<file path="config.mk">
export PLATFORM = sky130hd
export DESIGN_NAME = ntb_downstream_window_translation
export DESIGN_NICKNAME = d
export VERILOG_FILES = /design/src/hw/ntb_csr_pkg.sv /design/src/hw/window_cfg_if.sv /design/src/hw/window_translate.sv /design/src/hw/ntb_downstream_window_translation.sv
export SDC_FILE = /design/constraint.sdc
export NUM_CORES = 1
export LEC_CHECK = 0
export BUFFER_PORTS_ARGS = -buffer_cell sky130_fd_sc_hd__buf_2
export CORE_AREA = 2 2 148 150
export DETAILED_ROUTE_END_ITERATION = 8
export DIE_AREA = 0 0 150 152
export PLACE_DENSITY = 0.69
export SLEW_MARGIN = 20
export SYNTH_ARGS = -nofsm -noshare
export SYNTH_HDL_FRONTEND = slang
export SYNTH_SLANG_ARGS = --single-unit
</file>
<file path="constraint.sdc">
create_clock -name clk_sys -period 2.6 [get_ports clk_sys]
set_clock_uncertainty 0.2 [all_clocks]
set_input_delay 0.13 -clock clk_sys [delete_from_list [all_inputs] [get_ports clk_sys]]
set_output_delay 0.13 -clock clk_sys [all_outputs]
set_load 0.01 [all_outputs]
</file>
<file path="src/hw/ntb_csr_pkg.sv">
package ntb_csr_pkg;

    // ------------------------------------------------------------------
    // register map (byte addresses, one aligned 32-bit word each)
    // ------------------------------------------------------------------
    localparam int          ADDR_W                          = 12;
    localparam logic [11:0] OFF_DOWNSTREAM_WINDOW2_TRANSLATED_BASE = 12'h008;
    localparam logic [11:0] OFF_DOWNSTREAM_WINDOW2_SETUP           = 12'h00C;
    localparam logic [11:0] OFF_DOWNSTREAM_WINDOW3_TRANSLATED_BASE = 12'h010;
    localparam logic [11:0] OFF_DOWNSTREAM_WINDOW3_SETUP           = 12'h014;

    // ------------------------------------------------------------------
    // reset values
    // ------------------------------------------------------------------
    localparam logic [31:0] RST_TRANSLATED_BASE = 32'h0000_0000;
    localparam logic [31:0] RST_SETUP           = 32'h0000_0000;

    // ------------------------------------------------------------------
    // field layouts
    // ------------------------------------------------------------------
    localparam logic [31:0] MASK_TRANSLATED_BASE = 32'hFFFF_F000; // bits 31:12
    localparam logic [31:0] MASK_SETUP_STORED    = 32'hFFFF_F00E; // 31:12, 3:1
    localparam logic [31:0] MASK_NONE            = 32'h0000_0000;
    localparam logic [31:0] MASK_WINDOW_FLOOR    = 32'h8000_0000; // bit 31 always decoded
    localparam int          SETUP_TYPE_SEL_BIT   = 0;
    localparam int          SETUP_ADDR_TYPE_LO   = 1;
    localparam int          SETUP_ADDR_TYPE_HI   = 2;
    localparam int          SETUP_PREFETCH_BIT   = 3;
    localparam int          SETUP_SIZE_LO        = 12;
    localparam int          SETUP_SIZE_HI        = 30;
    localparam int          SETUP_ENABLE_BIT     = 31;
    localparam logic [1:0]  ADDR_TYPE_32         = 2'h0;
    localparam logic [1:0]  ADDR_TYPE_64         = 2'h1;
    localparam int          NUM_WINDOWS          = 2;

    // stored registers of the block
    typedef struct packed {
        logic [31:0] tb2;
        logic [31:0] setup2;
        logic [31:0] tb3;
        logic [31:0] setup3;
    } csr_regs_s;

endpackage

</file>
<file path="src/hw/window_cfg_if.sv">
`timescale 1ns/1ps
interface window_cfg_if;
    logic [31:0] setup [ntb_csr_pkg::NUM_WINDOWS]; // setup word per window
    logic [31:0] tbase [ntb_csr_pkg::NUM_WINDOWS]; // translated base per window

    modport csr   (output setup, output tbase);
    modport xlate (input setup, input tbase);
endinterface // window_cfg_if

</file>
<file path="src/hw/window_translate.sv">
`timescale 1ns/1ps
module window_translate
(
    input  wire logic         clk_sys,       // system clock
    input  wire logic         rst,           // sync reset, active high
    window_cfg_if.xlate       cfg,           // window setup and translated bases
    input  wire logic [31:0]  win2_bar,      // window 2 base address (config space)
    input  wire logic [31:0]  win3_bar,      // window 3 base address (config space)
    input  wire logic         ds_valid,      // downstream memory request valid
    input  wire logic [31:0]  ds_addr,       // initiator address
    output logic              xl_valid,      // translated result valid
    output logic [31:0]       xl_addr,       // translated address
    output logic [1:0]        xl_hit,        // bit0 window 2, bit1 window 3
    output logic [31:0]       win2_bar_rw,   // writable bits of window 2 base
    output logic [31:0]       win3_bar_rw    // writable bits of window 3 base
);

    typedef struct packed {
        logic        valid;
        logic [31:0] addr;
        logic [1:0]  hit;
    } xl_state_s;

    xl_state_s   state;
    xl_state_s   next_state;
    logic [31:0] size_mask [ntb_csr_pkg::NUM_WINDOWS];
    logic [31:0] bar       [ntb_csr_pkg::NUM_WINDOWS];
    logic [1:0]  hit;

    assign bar[0] = win2_bar;
    assign bar[1] = win3_bar;

    // ------------------------------------------------------------------
    // per-window decode
    // ------------------------------------------------------------------
    // size bits gate the base register bits; bit 31 of the base always decodes
    for (genvar w = 0; w < ntb_csr_pkg::NUM_WINDOWS; w++)
    begin : g_win
        assign size_mask[w] = ntb_csr_pkg::MASK_WINDOW_FLOOR
                            | (cfg.setup[w] & ntb_csr_pkg::MASK_TRANSLATED_BASE
                               & ~ntb_csr_pkg::MASK_WINDOW_FLOOR);
        assign hit[w] = cfg.setup[w][ntb_csr_pkg::SETUP_ENABLE_BIT]
                      && (((ds_addr ^ bar[w]) & size_mask[w]) == 32'h0000_0000);
    end

    assign win2_bar_rw = size_mask[0] & {32{cfg.setup[0][ntb_csr_pkg::SETUP_ENABLE_BIT]}};
    assign win3_bar_rw = size_mask[1] & {32{cfg.setup[1][ntb_csr_pkg::SETUP_ENABLE_BIT]}};

    // translate: upper bits from translated base, offset kept; window 2 has priority
    always_comb
    begin
        next_state       = state;
        next_state.valid = ds_valid;
        next_state.hit   = ds_valid ? hit : 2'h0;
        next_state.addr  = ds_addr;
        if (hit[0])
            next_state.addr = (cfg.tbase[0] & size_mask[0])
                            | (ds_addr & ~size_mask[0]);
        else if (hit[1])
            next_state.addr = (cfg.tbase[1] & size_mask[1])
                            | (ds_addr & ~size_mask[1]);
    end

    // result register
    always_ff @(posedge clk_sys)
    begin
        if (rst)
            state <= '0;
        else
            state <= next_state;
    end

    assign xl_valid = state.valid;
    assign xl_addr  = state.addr;
    assign xl_hit   = state.hit;

endmodule // window_translate

</file>
<file path="src/hw/ntb_downstream_window_translation.sv">
`timescale 1ns/1ps
// Overview of operation
// - registers reachable from primary and secondary ports
// - primary-read-only fields writable from secondary only
// - write-one clears bit; zero leaves it (no register here has such bits)
// - window 2 translated base bits 31:12
// - used base bits follow setup size mask
// - window 3 translated base bits 31:12
// - setup bit 0 reads zero: memory
// - setup address type and prefetchable bits
// - setup size bits make base bits writable
// - setup bit 31 enables window, reset off
module ntb_downstream_window_translation
(
    input  wire logic         clk_sys,       // system clock, 125 MHz
    input  wire logic         rst,           // sync reset, active high
    input  wire logic         pri_req,       // primary access request
    input  wire logic         pri_write,     // primary: 1 write, 0 read
    input  wire logic [11:0]  pri_addr,      // primary byte address
    input  wire logic [31:0]  pri_wdata,     // primary write data
    input  wire logic [3:0]   pri_be,        // primary byte enables
    output logic              pri_ack,       // primary completion pulse
    output logic [31:0]       pri_rdata,     // primary read data
    input  wire logic         sec_req,       // secondary access request
    input  wire logic         sec_write,     // secondary: 1 write, 0 read
    input  wire logic [11:0]  sec_addr,      // secondary byte address
    input  wire logic [31:0]  sec_wdata,     // secondary write data
    input  wire logic [3:0]   sec_be,        // secondary byte enables
    output logic              sec_ack,       // secondary completion pulse
    output logic [31:0]       sec_rdata,     // secondary read data
    input  wire logic [31:0]  win2_bar,      // window 2 base address
    input  wire logic [31:0]  win3_bar,      // window 3 base address
    input  wire logic         ds_valid,      // downstream memory request
    input  wire logic [31:0]  ds_addr,       // downstream initiator address
    output logic              xl_valid,      // translated address valid
    output logic [31:0]       xl_addr,       // translated address
    output logic [1:0]        xl_hit,        // window hit flags
    output logic [31:0]       win2_bar_rw,   // window 2 base writable bits
    output logic [31:0]       win3_bar_rw,   // window 3 base writable bits
    output logic              win2_addr64,   // window 2 is 64-bit type
    output logic              win2_prefetch, // window 2 prefetchable
    output logic              win3_addr64,   // window 3 is 64-bit type
    output logic              win3_prefetch  // window 3 prefetchable
);

    // ------------------------------------------------------------------
    // state
    // ------------------------------------------------------------------
    // regs plus port answers
    typedef struct packed {
        ntb_csr_pkg::csr_regs_s regs;
        logic                   pri_ack;
        logic [31:0]            pri_rdata;
        logic                   sec_ack;
        logic [31:0]            sec_rdata;
    } csr_state_s;

    // present and next copy
    csr_state_s state;
    csr_state_s next_state;

    // carries setup and bases
    window_cfg_if cfg ();

    // ------------------------------------------------------------------
    // helpers
    // ------------------------------------------------------------------
    // byte enables to a bit mask
    function automatic logic [31:0] be_mask(input logic [3:0] be);
        return {{8{be[3]}}, {8{be[2]}}, {8{be[1]}}, {8{be[0]}}};
    endfunction

    // merge a write: plain bits take data, one-to-clear bits drop where data is 1
    function automatic logic [31:0] wr_field(input logic [31:0] old,
                                             input logic [31:0] wdata,
                                             input logic [3:0]  be,
                                             input logic [31:0] wmask,
                                             input logic [31:0] w1cmask);
        logic [31:0] wr;
        logic [31:0] clr;
        // be lanes gate all bits
        wr  = be_mask(be) & wmask;
        clr = be_mask(be) & w1cmask & wdata;
        return ((old & ~wr) | (wdata & wr)) & ~clr;
    endfunction

    // read decode shared by both ports; unmapped words read zero
    function automatic logic [31:0] rd_reg(input ntb_csr_pkg::csr_regs_s r,
                                           input logic [11:0] addr);
        logic [31:0] d;
        d = 32'h0000_0000;
        // bits 1:0 ignored
        unique case ({addr[11:2], 2'h0})
            ntb_csr_pkg::OFF_DOWNSTREAM_WINDOW2_TRANSLATED_BASE:
                d = r.tb2 & ntb_csr_pkg::MASK_TRANSLATED_BASE;
            ntb_csr_pkg::OFF_DOWNSTREAM_WINDOW2_SETUP:
                d = r.setup2 & ntb_csr_pkg::MASK_SETUP_STORED;
            ntb_csr_pkg::OFF_DOWNSTREAM_WINDOW3_TRANSLATED_BASE:
                d = r.tb3 & ntb_csr_pkg::MASK_TRANSLATED_BASE;
            ntb_csr_pkg::OFF_DOWNSTREAM_WINDOW3_SETUP:
                d = r.setup3 & ntb_csr_pkg::MASK_SETUP_STORED;
            default:
                d = 32'h0000_0000;
        endcase
        return d;
    endfunction

    // apply one port's write; setup words only take the secondary side
    function automatic ntb_csr_pkg::csr_regs_s wr_regs(input ntb_csr_pkg::csr_regs_s r,
                                                       input logic [11:0] addr,
                                                       input logic [31:0] wdata,
                                                       input logic [3:0]  be,
                                                       input logic        from_sec);
        ntb_csr_pkg::csr_regs_s n;
        logic [31:0]            setup_mask;
        n          = r;
        setup_mask = from_sec ? ntb_csr_pkg::MASK_SETUP_STORED
                              : ntb_csr_pkg::MASK_NONE;
        unique case ({addr[11:2], 2'h0})
            ntb_csr_pkg::OFF_DOWNSTREAM_WINDOW2_TRANSLATED_BASE:
                n.tb2 = wr_field(r.tb2, wdata, be, ntb_csr_pkg::MASK_TRANSLATED_BASE,
                                 ntb_csr_pkg::MASK_NONE);
            ntb_csr_pkg::OFF_DOWNSTREAM_WINDOW2_SETUP:
                n.setup2 = wr_field(r.setup2, wdata, be, setup_mask,
                                    ntb_csr_pkg::MASK_NONE);
            ntb_csr_pkg::OFF_DOWNSTREAM_WINDOW3_TRANSLATED_BASE:
                n.tb3 = wr_field(r.tb3, wdata, be, ntb_csr_pkg::MASK_TRANSLATED_BASE,
                                 ntb_csr_pkg::MASK_NONE);
            ntb_csr_pkg::OFF_DOWNSTREAM_WINDOW3_SETUP:
                n.setup3 = wr_field(r.setup3, wdata, be, setup_mask,
                                    ntb_csr_pkg::MASK_NONE);
            default:
                n = r;
        endcase
        return n;
    endfunction

    // ------------------------------------------------------------------
    // register access from both ports
    // ------------------------------------------------------------------
    // primary applied first, so a same-cycle secondary write to one word wins
    always_comb
    begin
        next_state           = state;
        // ack even if refused
        next_state.pri_ack   = pri_req;
        next_state.sec_ack   = sec_req;
        next_state.pri_rdata = (pri_req && !pri_write) ? rd_reg(state.regs, pri_addr)
                                                       : 32'h0000_0000;
        next_state.sec_rdata = (sec_req && !sec_write) ? rd_reg(state.regs, sec_addr)
                                                       : 32'h0000_0000;
        // writes after reads
        if (pri_req && pri_write)
            next_state.regs = wr_regs(next_state.regs, pri_addr, pri_wdata, pri_be,
                                      1'b0);
        if (sec_req && sec_write)
            next_state.regs = wr_regs(next_state.regs, sec_addr, sec_wdata, sec_be,
                                      1'b1);
    end

    // state register; all fields return to their reset values
    // sticky bits: no own reset
    always_ff @(posedge clk_sys)
    begin
        if (rst)
        begin
            state             <= '0;
            state.regs.tb2    <= ntb_csr_pkg::RST_TRANSLATED_BASE;
            state.regs.setup2 <= ntb_csr_pkg::RST_SETUP;
            state.regs.tb3    <= ntb_csr_pkg::RST_TRANSLATED_BASE;
            state.regs.setup3 <= ntb_csr_pkg::RST_SETUP;
        end
        else
            state <= next_state;
    end

    // ------------------------------------------------------------------
    // outputs and translation
    // ------------------------------------------------------------------
    // registered port answers
    assign pri_ack   = state.pri_ack;
    assign pri_rdata = state.pri_rdata;
    assign sec_ack   = state.sec_ack;
    assign sec_rdata = state.sec_rdata;

    // window type decode; codes other than 32/64-bit read as 32-bit
    assign win2_addr64   = state.regs.setup2[ntb_csr_pkg::SETUP_ADDR_TYPE_HI:
                                             ntb_csr_pkg::SETUP_ADDR_TYPE_LO]
                           == ntb_csr_pkg::ADDR_TYPE_64;
    assign win3_addr64   = state.regs.setup3[ntb_csr_pkg::SETUP_ADDR_TYPE_HI:
                                             ntb_csr_pkg::SETUP_ADDR_TYPE_LO]
                           == ntb_csr_pkg::ADDR_TYPE_64;
    assign win2_prefetch = state.regs.setup2[ntb_csr_pkg::SETUP_PREFETCH_BIT];
    assign win3_prefetch = state.regs.setup3[ntb_csr_pkg::SETUP_PREFETCH_BIT];

    // window setup and bases travel to the translator
    assign cfg.setup[0] = state.regs.setup2;
    assign cfg.setup[1] = state.regs.setup3;
    assign cfg.tbase[0] = state.regs.tb2;
    assign cfg.tbase[1] = state.regs.tb3;

    // translator, one cycle
    window_translate u_xlate
    (
        .clk_sys     (clk_sys),
        .rst         (rst),
        .cfg         (cfg.xlate),
        .win2_bar    (win2_bar),
        .win3_bar    (win3_bar),
        .ds_valid    (ds_valid),
        .ds_addr     (ds_addr),
        .xl_valid    (xl_valid),
        .xl_addr     (xl_addr),
        .xl_hit      (xl_hit),
        .win2_bar_rw (win2_bar_rw),
        .win3_bar_rw (win3_bar_rw)
    );

endmodule // ntb_downstream_window_translation

</file>
==> results.txt, run 1 <==
For the final routed database, the setup TNS stands at 0 ns. For this configuration, the core starts out at a cell density of 0.393. The detailed router finished its first iteration with 723 violations. The hold violation total from the final report is 0.

The iteration count of the initial detailed-routing pass is 8. The critical setup path kind is in -> reg. In the layout the commonest cells are 274 x buf_2, 169 x dfxtp_1, 98 x mux2i_1.

Clock tree synthesis inserted a total of 17 buffers. The post-synthesis area per instance came out at 9.33 um2. From left edge to right edge, the die measures 150 um. The remaining antenna violation count is 0. The floorplan core area came out at 0.0214 mm2. The fraction of synthesized cell area in xor and xnor cells is 0.0417. Leaving out fill and tap cells, the most frequent cell in the layout is buf_2. The clock sink count came out at 169.

The post-synthesis instance total came out at 900. The maximum level of the CTS H-tree came out at 4. The fraction of layout cells with a size suffix above 1 came out at 0.310. The vias after detailed routing came out at 8568. The source-to-sink clock delay at the later pin of the worst-skew pair came out at 0.44 ns. The number of standard cells in the layout, taps in and fillers out came out at 1559. The kind of start point of the critical path is a primary input. The post-CTS clock slew at the launch and capture registers of the worst setup and hold paths is 0.07 ns. The layout filler cell count came out at 1949. The maximum number of pins on one net before global-route repair came out at 109. The via density per instance is 5.50.

The total number of nets in the final design is 1465. The final clock period utilization by the worst path is 0.964. The placed instance count is 1443. The mux contribution to synthesized area is 0.117. The most used flip-flop cell after synthesis is dfxtp_1. The tool flagged a number of max-cap violations equal to 0.

The async set-reset flop share out of synthesis is 0. For the pin with the worst max-slew slack, the measured transition is 0.674 ns. The worst max-slew margin expressed relative to the limit is 0.551.

The start point of the critical path is ds_addr[16]. The highest net fanout along the worst path is 20. The worst hold path belongs to the class in -> reg. Before CTS, the worst setup slack after placement is 0.239 ns.

The first global-routing pass estimated 49.4 mm of wire. The global-route usage over all layers came out at 0.287. Setup repair after global routing left no endpoint under its margin.

The final-report setup violation count is 0. The post-layout minimum cycle time came out at 2.51 ns. The mapped netlist covers 0.00839 mm2. In this run the deepest clock path goes through 2 buffers.

The overall die area is 0.0228 mm2. The routed wirelength normalized by instance count is 21.4 um. The run finished with clean final reports. Power spread over the standard cell area amounts to 491 mW/mm2.

The fraction of the mapped netlist area in compound gates came to 0.207. The count of buffers inserted at the top-level ports is 275. For this run, the register share of the synthesized area comes to 0.403. After floorplanning, the core was divided into 54 placement rows. The number of buffers added for setup after CTS is 0. The type of element capturing the critical path is a flip-flop.

Yosys printed 0 warnings. The I/O pin total is 368. The worst supply voltage drop on vdd came out at 0.385 mV. The total inserted antenna cells is 0. The via count of the first global-routing pass came to 8388. The critical hold path startpoint is sec_be[0]. The area growth from synthesis to layout came out at 37.9%.

The y dimension of the die came out at 152 um. Once routing completed, OpenROAD measured the worst setup slack at 0.0928 ns. The number of antenna violations at the first check in global routing came out at 1. The final number of max-transition violations came out at 0.

TritonCTS built the clock tree. The number of enable-type register cells in the synthesized netlist is 0. The basic-gate share of the synthesized area counting and, or, nand and nor cells is 0.161. The number of flip-flops and latches in the synthesized netlist is 169. The worst path arrival time came out at 2.63 ns. The arithmetic-cell share of the synthesized area counting full adders, half adders and majority gates is 0.

After legalization and detailed placement, the total HPWL measured 22.9 mm. The leakage power total came out at 4.71 nW. The total overflow left after global routing is 0. The finished cells cover 0.0116 mm2.

Routability-driven placement finished with a final weighted congestion of 0.852. The post-detailed-route DRC marker count came out at 0. The dominant combinational cell family by area after synthesis is compound AO/OA/AOI/OAI gates. The tree is rooted in a clkbuf_16. The required arrival time at the worst endpoint came out at 2.72 ns. The standard cell area after detailed placement is 0.0101 mm2. The post-detailed-routing wire length came out at 33.3 mm. The number of distinct library cells after synthesis is 43. Derived from the worst setup path, the maximum achievable clock frequency is 399 MHz.
[synth_stat cells (2+ instances only)]
master,number,share of area
nor3_2,4,0.0048
mux2i_1,98,0.12
nor2_1,99,0.044
buf_4,44,0.039
nor2b_1,25,0.019
a21boi_0,8,0.0072
buf_6,3,0.0040
nor3_1,8,0.0048
nand2_1,25,0.011
nor2_4,3,0.0040
a211oi_1,58,0.052
a21bo_2,11,0.013
dfxtp_1,169,0.40
a21oi_1,48,0.029
nand2b_1,7,0.0052
a22oi_1,74,0.066
xor2_1,40,0.042
nand4_1,6,0.0045
a211oi_2,2,0.0030
o31a_1,8,0.0083
buf_2,8,0.0048
nand3_1,5,0.0030
and3_1,2,0.0015
or4_4,2,0.0027
nand3b_1,2,0.0018
and3_2,5,0.0045
clkbuf_1,46,0.021
nor4_2,3,0.0045
and2_1,45,0.034
a222oi_1,15,0.018
inv_1,3,0.0013
a31oi_1,11,0.0082
a21o_1,3,0.0027
[cell families after synthesis]
group                  count (synthesis)
AND/OR/NAND/NOR                      250
AO/OA/AOI/OAI                        238
flip-flops                           169
buffers and inverters                104
multiplexers                          98
XOR/XNOR                              40
other                                  1
[report_power, final]
| part | switching (mW) | internal [mW] |
|---|---|---|
| Sequential | 0.00754 | 2.62 |
| Combinational | 0.273 | 0.256 |
| Clock | 1.25 | 1.28 |
| Total | 1.53 | 4.16 |
[final cells by class]
type | instances | area, um2 | area share
multi-input combinational | 668 | 4610 | 0.399
sequential | 169 | 3380 | 0.292
timing repair buffer | 407 | 2630 | 0.227
clock buffer | 17 | 425 | 0.0367
tap | 280 | 350 | 0.0303
clock inverter | 15 | 163 | 0.0141
inverter | 3 | 11.3 | 0.000973
[per-stage QoR]
stage | hold WS (ns) | util | power, mW
6_report | 0.0372 | 0.542 | 5.69
3_5_place_dp | 0.146 | 0.475 | 3.11
3_3_place_gp | 0.137 | 0.475 | 3.10
5_1_grt | 0.0147 | 0.542 | 5.87
2_1_floorplan | 0.0130 | - | 2.90
4_1_cts | 0.0120 | 0.542 | 5.72
[per-layer routing]
layer,global-route usage,vias to the layer above,routed length [um],share of wire
met5,0,-,10,0.00030
met4,0.110,2,910,0.027
met1,0.379,4032,13900,0.42
li1,-,3926,-,-
met2,0.465,542,15600,0.47
met3,0.0523,66,2970,0.089
[final timing paths]
kind                    endpoint  slack (ns)  cells after the start
min                    flip-flop        0.04                      5
max reg2reg  u_xlate.xl_addr[12]        0.24                      6
max          u_xlate.xl_addr[12]        0.09                      9
min reg2reg  u_xlate.xl_addr[20]        0.35                      2
[critical path, cell delays in order]
cell and delay, ns:
dlygate4sd3_1 0.53, buf_2 0.16, xor2_1 0.15, a22oi_1 0.35, and4_4 0.30, nor4b_4 0.21, buf_4 0.30, a31oi_1 0.12
a211oi_1 0.36
[what timing repair did]
item | 4_1_cts | 5_1_grt
hold buffers | 84 | 0
gates resized for setup | 0 | 1
setup endpoints to repair | 0 | 1
endpoints found under the hold margin | 122 | 0
No activity file was read; power rests on OpenSTA's default activity.
==> inputs of run 2 (changes only) <==
- clock period: 2.6 -> 2.9 ns (I/O delays scaled with it)
==> run 2 against run 1 <==
Hold slack worse by 0.026 ns. Sequential power shrank 10%. Sequential share of layout area increased by 0.25 points. Register-to-register slack gained 0.23 ns. Wire length shrank 1.3%. Global-route usage down 0.54 points. Die area did not move. Non-clock buffer count is 11 lower. Cell area down 0.85%. Power decreased by 8.6%. Critical path type unchanged. Highest routed layer is now met4.
==> results.txt, run 2 (synthesized netlist as in run 1, its figures left out) <==
The flow ran to the end, and the final reports show no timing, DRC or antenna violations. The number of DRC markers in iteration 0 came out at 610. The post-layout minimum cycle time came out at 2.58 ns. The source-to-sink clock delay at the later pin of the worst-skew pair came out at 0.44 ns. The final clock period utilization by the worst path is 0.888. The worst supply voltage drop on vdd is 0.336 mV.

Setup repair after global routing left no endpoint under its margin. Setup total negative slack on the finished layout was measured at 0 ns. The worst register-to-register path ends at u_xlate.xl_addr[28]. The post-DP HPWL is 22.7 mm. The vias after detailed routing is 8471.

The maximum clock rate is 388 MHz. The number of cells on the worst reg-to-reg path is 6. STA classifies the critical path startpoint as a primary input. The filler cells instantiated in the layout total 1992. The number of buffers added by the clock tree synthesis step came out at 17. In the layout the commonest cells are 274 x buf_2, 169 x dfxtp_1, 98 x mux2i_1. The worst setup path is of the in -> reg kind.

The number of max-capacitance violations reported came out at 0. Dividing the detail-routed via count by the number of cells gives 5.47. The worst path arrival time came out at 2.69 ns. For this run, global-route usage on met3 was measured as 0.0625. The starting density of the core is 0.393. The final number of max-transition violations is 0. Tracing the worst setup path back leads to its startpoint at ds_addr[26]. The power per unit of standard cell area came out at 453 mW/mm2. The final hold slack is 0.0108 ns. Entering global routing, the biggest net connects 51 pins. STA puts the critical path data required time at 3.02 ns. The placed instance count is 1432. The area growth from synthesis to layout came out at 36.7%. The routed wirelength normalized by instance count is 21.2 um. Along the worst path, the maximum fanout reaches 11. Once layout is complete, the cells apart from fillers number 1549. In this run the number of H-tree levels came out at 4. The via count of the first global-routing pass is 8231. The standard cell area after detailed placement is 0.0100 mm2. The most critical setup path has its endpoint at u_xlate.xl_addr[28]. The worst setup path is captured at a flip-flop.

The global-route wire length before repair is 48.7 mm. The y dimension of the die came out at 152 um. The overall die area came out at 0.0228 mm2. The final-report setup violation count came out at 0.

The global routing met2 resource utilization came out at 0.461. The hold violation total from the final report is 0. The analysis attributes to cell leakage a power of 4.66 nW. The total number of nets in the final design came out at 1454. The library cell used as clock root buffer is clkbuf_16. The met1 layer usage reported by global route is 0.366.

The final cell area excluding filler cells came out at 0.0115 mm2. The post-cts hold buffer count is 84. In the post-route analysis, the smallest setup slack over all paths is 0.324 ns.

The iteration count of the initial detailed-routing pass is 8. The remaining global-route overflow came out at 0. The post-CTS clock slew at the launch and capture registers of the worst setup and hold paths came out at 0.07 ns.

For the pin with the worst max-slew slack, the measured transition is 0.703 ns. The end-of-flow core utilization is 0.538. The post-detailed-routing wire length is 32.9 mm. The delay of the slowest cell on the worst path is 0.56 ns.

The floorplan core area came out at 0.0214 mm2. The global-route usage over all layers came out at 0.282. The number of placement rows came out at 54. Buffers added to address setup during post-CTS repair amount to 0. The number of antenna violations at the first check in global routing is 0. The horizontal die dimension came out at 150 um. The worst max-slew margin expressed relative to the limit came out at 0.527.

TritonCTS built the clock tree. The remaining antenna violation count is 0. The clock sink count is 169. The fraction of layout cells with a size suffix above 1 came out at 0.303.

The I/O pin total came out at 368. The post-route total power came out at 5.20 mW. The post-placement setup slack is 0.442 ns. The count of buffers inserted at the top-level ports came out at 275. In this run the worst hold path is classified as in -> reg. The buffer levels on the longest clock path is 2. The post-cts gate resize count is 0. The global routing stage identified its most utilized layer as met2. The congestion estimate from routability-driven global placement came to 0.825. The library cell used most frequently in the layout, excluding fill and tap cells, is buf_2.

The post-detailed-route DRC marker count is 0. For this design, the slowest cell found on the critical path is dlygate4sd3_1. Walking the worst path, the cells encountered are dlygate4sd3_1, buf_2, xor2_1, a22oi_1, and4_4, nor4b_4, buf_4, a21boi_0, o31a_1. The slack of the worst reg-to-reg path came out at 0.47 ns.
## run 2: worst min-delay path by stage
stage                           start                  end  slack, ns  cells past startpoint
after detailed placement   ds_addr[0]   u_xlate.xl_addr[0]       0.16                      2
after global placement    ds_addr[10]  u_xlate.xl_addr[10]       0.15                      2
after CTS                 ds_addr[23]  u_xlate.xl_addr[23]      0.003                      4
after floorplan                   rst              sec_ack       0.03                      1
after global routing      ds_addr[19]  u_xlate.xl_addr[19]       0.04                      4
final                     ds_addr[23]  u_xlate.xl_addr[23]       0.01                      4
## run 2: final cells by class
type | count | area [um2] | area share
diodes | 1 | 2.50 | 0.000218
clock buffers | 19 | 453 | 0.0395
clock inverters | 13 | 159 | 0.0138
inverters | 3 | 11.3 | 0.000981
multi-input cells | 668 | 4610 | 0.402
flip-flops and latches | 169 | 3380 | 0.295
well taps | 280 | 350 | 0.0305
repair buffers | 396 | 2510 | 0.219
## run 2: worst max-delay path: cells and delay by family
family / cells / cell delay, ns
buf+inv: 3 / 0.98
compound gates: 3 / 0.76
simple gates: 2 / 0.66
xor+xnor: 1 / 0.14
## run 2: routing by layer
metal / vias up / routed length (um)
met1: 4016 / 13700
met2: 492 / 15600
met5: - / 0
met3: 59 / 2810
met4: 0 / 688
li1: 3904 / -
## run 2: power by group
| part | internal, mW | switching, mW | total [mW] |
|---|---|---|---|
| Sequential | 2.35 | 0.00651 | 2.35 |
| Combinational | 0.225 | 0.242 | 0.467 |
| Clock | 1.34 | 1.04 | 2.38 |
==> inputs of run 3 (changes only) <==
- clock period: 2.9 -> 3 ns (I/O delays scaled with it)
==> run 3 against run 2 <==
Flip-flop and latch count unchanged. Sequential share of layout area up 0.18 points. Wire length shrank 0.34%.
==> results.txt, run 3 (synthesized netlist as in run 1, its figures left out) <==
For this run, the share of the core covered by cells in the final layout is 0.534. The iteration count of the initial detailed-routing pass is 7. The final-report setup violation count came out at 0. The remaining antenna violation count came out at 0. For the pin with the worst max-slew slack, the measured transition is 0.701 ns.

STA classifies the critical path endpoint as a flip-flop. The number of buffers added for setup after CTS is 0. The required arrival time at the worst endpoint came out at 3.13 ns. The leakage power total is 4.62 nW.

The via count of the first global-routing pass came out at 8156. The remaining global-route overflow is 0. After detailed routing, the number of vias per cell comes to 5.48. The power per unit of standard cell area is 430 mW/mm2. In the final layout, flip-flops and latches occupy 0.00338 mm2. The worst path arrival time is 2.68 ns. The buffer levels on the longest clock path came out at 2. The worst hold path belongs to the class in -> reg. Entering global routing, the biggest net connects 56 pins. The cell with the largest stage delay on the worst path is dlygate4sd3_1. The final layout contains 1451 nets. The post-route total power is 4.90 mW.

The most critical setup path has its startpoint at ds_addr[29]. The area taken by multi-input logic gates came out at 0.00461 mm2. Summing over every cut layer, the via total after detailed routing is 8484. The floorplan core area came out at 0.0214 mm2. The global-route usage over all layers is 0.280. The post-cts gate resize count came out at 0. The post-detailed-routing wire length came out at 32.7 mm. The slack of the worst reg-to-reg path is 0.59 ns. The summed negative setup slack over all endpoints came out at 0 ns. The library cell used most frequently in the layout, excluding fill and tap cells, is buf_2. Setup repair after global routing left no endpoint under its margin. The highest net fanout along the worst path came out at 22. TritonCTS built the clock tree. The hold violation total from the final report is 0. The layout filler cell count came out at 2010. The placed instance count is 1430. The wire-length estimate of the detail-placed layout is 22.7 mm. The relative contribution of combinational cells to total power is 0.092.

The post-placement setup slack is 0.517 ns. The worst hold path terminates at u_xlate.xl_addr[13]. Excluding fillers, the count of instances in the completed layout stands at 1547.

The clock network fraction of total power is 0.444. The library cell used as clock root buffer is clkbuf_16. Of the available clock period, the critical path in the final layout requires 0.852. TritonCTS created 17 clock buffers. The signal on the critical path passes through dlygate4sd3_1, buf_2, xor2_1, a22oi_1, and4_4, nor4b_4, buf_4, a21boi_0, o31a_1. The switching share of power is 0.266. The cell internal power dissipation is 3.60 mW. The worst max-slew margin expressed relative to the limit is 0.529. The horizontal die dimension is 150 um.

The area growth from synthesis to layout is 35.9%. The final weighted congestion of routability-driven global placement is 0.851. In this design, the stage delay of the slowest critical-path cell is 0.53 ns.

The critical hold path startpoint is ds_addr[13]. In the routed design, unresolved DRC markers number 0. The number of DRC markers in iteration 0 came out at 617.

The I/O pin total is 368. The setup path with the least slack is of type in -> reg. The power share of the sequential group is 0.464.

The number of antenna violations at the first check in global routing came to 1. The setup slack after layout is 0.443 ns. Measured along the y axis, the die boundary spans 152 um. The terminus of the critical flop-to-flop path is u_xlate.xl_addr[13]. In this run the power spent charging and discharging nets is 1.30 mW. The count of buffers added on input and output ports is 275. The maximum clock rate is 391 MHz. After detailed routing, the average wire length per cell comes to 21.2 um. The number of stages on the worst hold path came out at 4.

The post-layout minimum cycle time came out at 2.56 ns. The global-route wire length before repair is 48.0 mm. The worst supply voltage drop on vdd came out at 0.255 mV. The library cells used most frequently in the layout, excluding fill and tap cells, are 274 x buf_2, 169 x dfxtp_1, 98 x mux2i_1. The clock tree synthesis step divided the H-tree into 4 levels. The number of placement rows came out at 54. The worst register-to-register path has a depth of 6. The starting density of the core came out at 0.393.

The tree built by TritonCTS fans out to 169 sinks. The final number of max-transition violations is 0. The kind of start point of the critical path is a primary input. The number of max-capacitance violations reported came out at 0. Clock-pin slew was measured on the worst setup and hold paths at 0.07 ns. The fraction of layout cells with a size suffix above 1 is 0.302.

The source-to-sink clock delay at the later pin of the worst-skew pair is 0.44 ns. The overall die area came out at 0.0228 mm2. The run finished with clean final reports.
[run 3: worst max-delay path by stage]
stage,to,slack [ns],cells past startpoint
5_1_grt,u_xlate.xl_addr[13],0.35,9
2_1_floorplan,u_xlate.xl_addr[18],0.99,7
6_report,u_xlate.xl_addr[13],0.44,9
3_5_place_dp,u_xlate.xl_addr[13],0.52,8
4_1_cts,u_xlate.xl_addr[13],0.41,9
3_3_place_gp,u_xlate.xl_addr[13],0.55,8
[run 3: worst max-delay path, delay by kind of cell]
family	cells	cell delay, ns
simple gates	2	0.58
xor+xnor	1	0.16
compound gates	3	0.75
buf+inv	3	1.03
[run 3: area by class of cell]
type | instances | share of cell area
flip-flops and latches | 169 | 0.297
multi-input cells | 668 | 0.404
inverters | 3 | 0.000987
clock buffers | 17 | 0.0373
repair buffers | 393 | 0.217
well taps | 280 | 0.0307
clock inverters | 15 | 0.0133
diodes | 2 | 0.000439
[run 3: metal layers]
layer	up-vias	GRT usage	share of wire
met4	0	0.0921	0.022
li1	3898	-	-
met5	-	0	0
met2	483	0.458	0.47
met1	4052	0.368	0.43
met3	51	0.0544	0.084
[run 3: power groups by stage]
stage / sequential (mW) / clock, mW / combinational (mW)
floorplan: 2.34 / 0 / 0.177
global placement: 2.33 / 0 / 0.358
detailed placement: 2.33 / 0 / 0.360
CTS: 2.27 / 2.21 / 0.445
global route: 2.27 / 2.30 / 0.483
finish: 2.27 / 2.18 / 0.450
[run 3: what timing repair did]
action	CTS	global route
hold buffers	83	0
hold endpoints to repair	120	0
setup endpoints to repair	0	0
[run 3: per-stage QoR]
stage          instance area [um2]  hold WS [ns]
3_3_place_gp                  9990         0.155
2_1_floorplan                 8550        0.0330
6_report                     11400        0.0205
3_5_place_dp                  9990         0.164
5_1_grt                      11400        0.0368
4_1_cts                      11400       0.00620
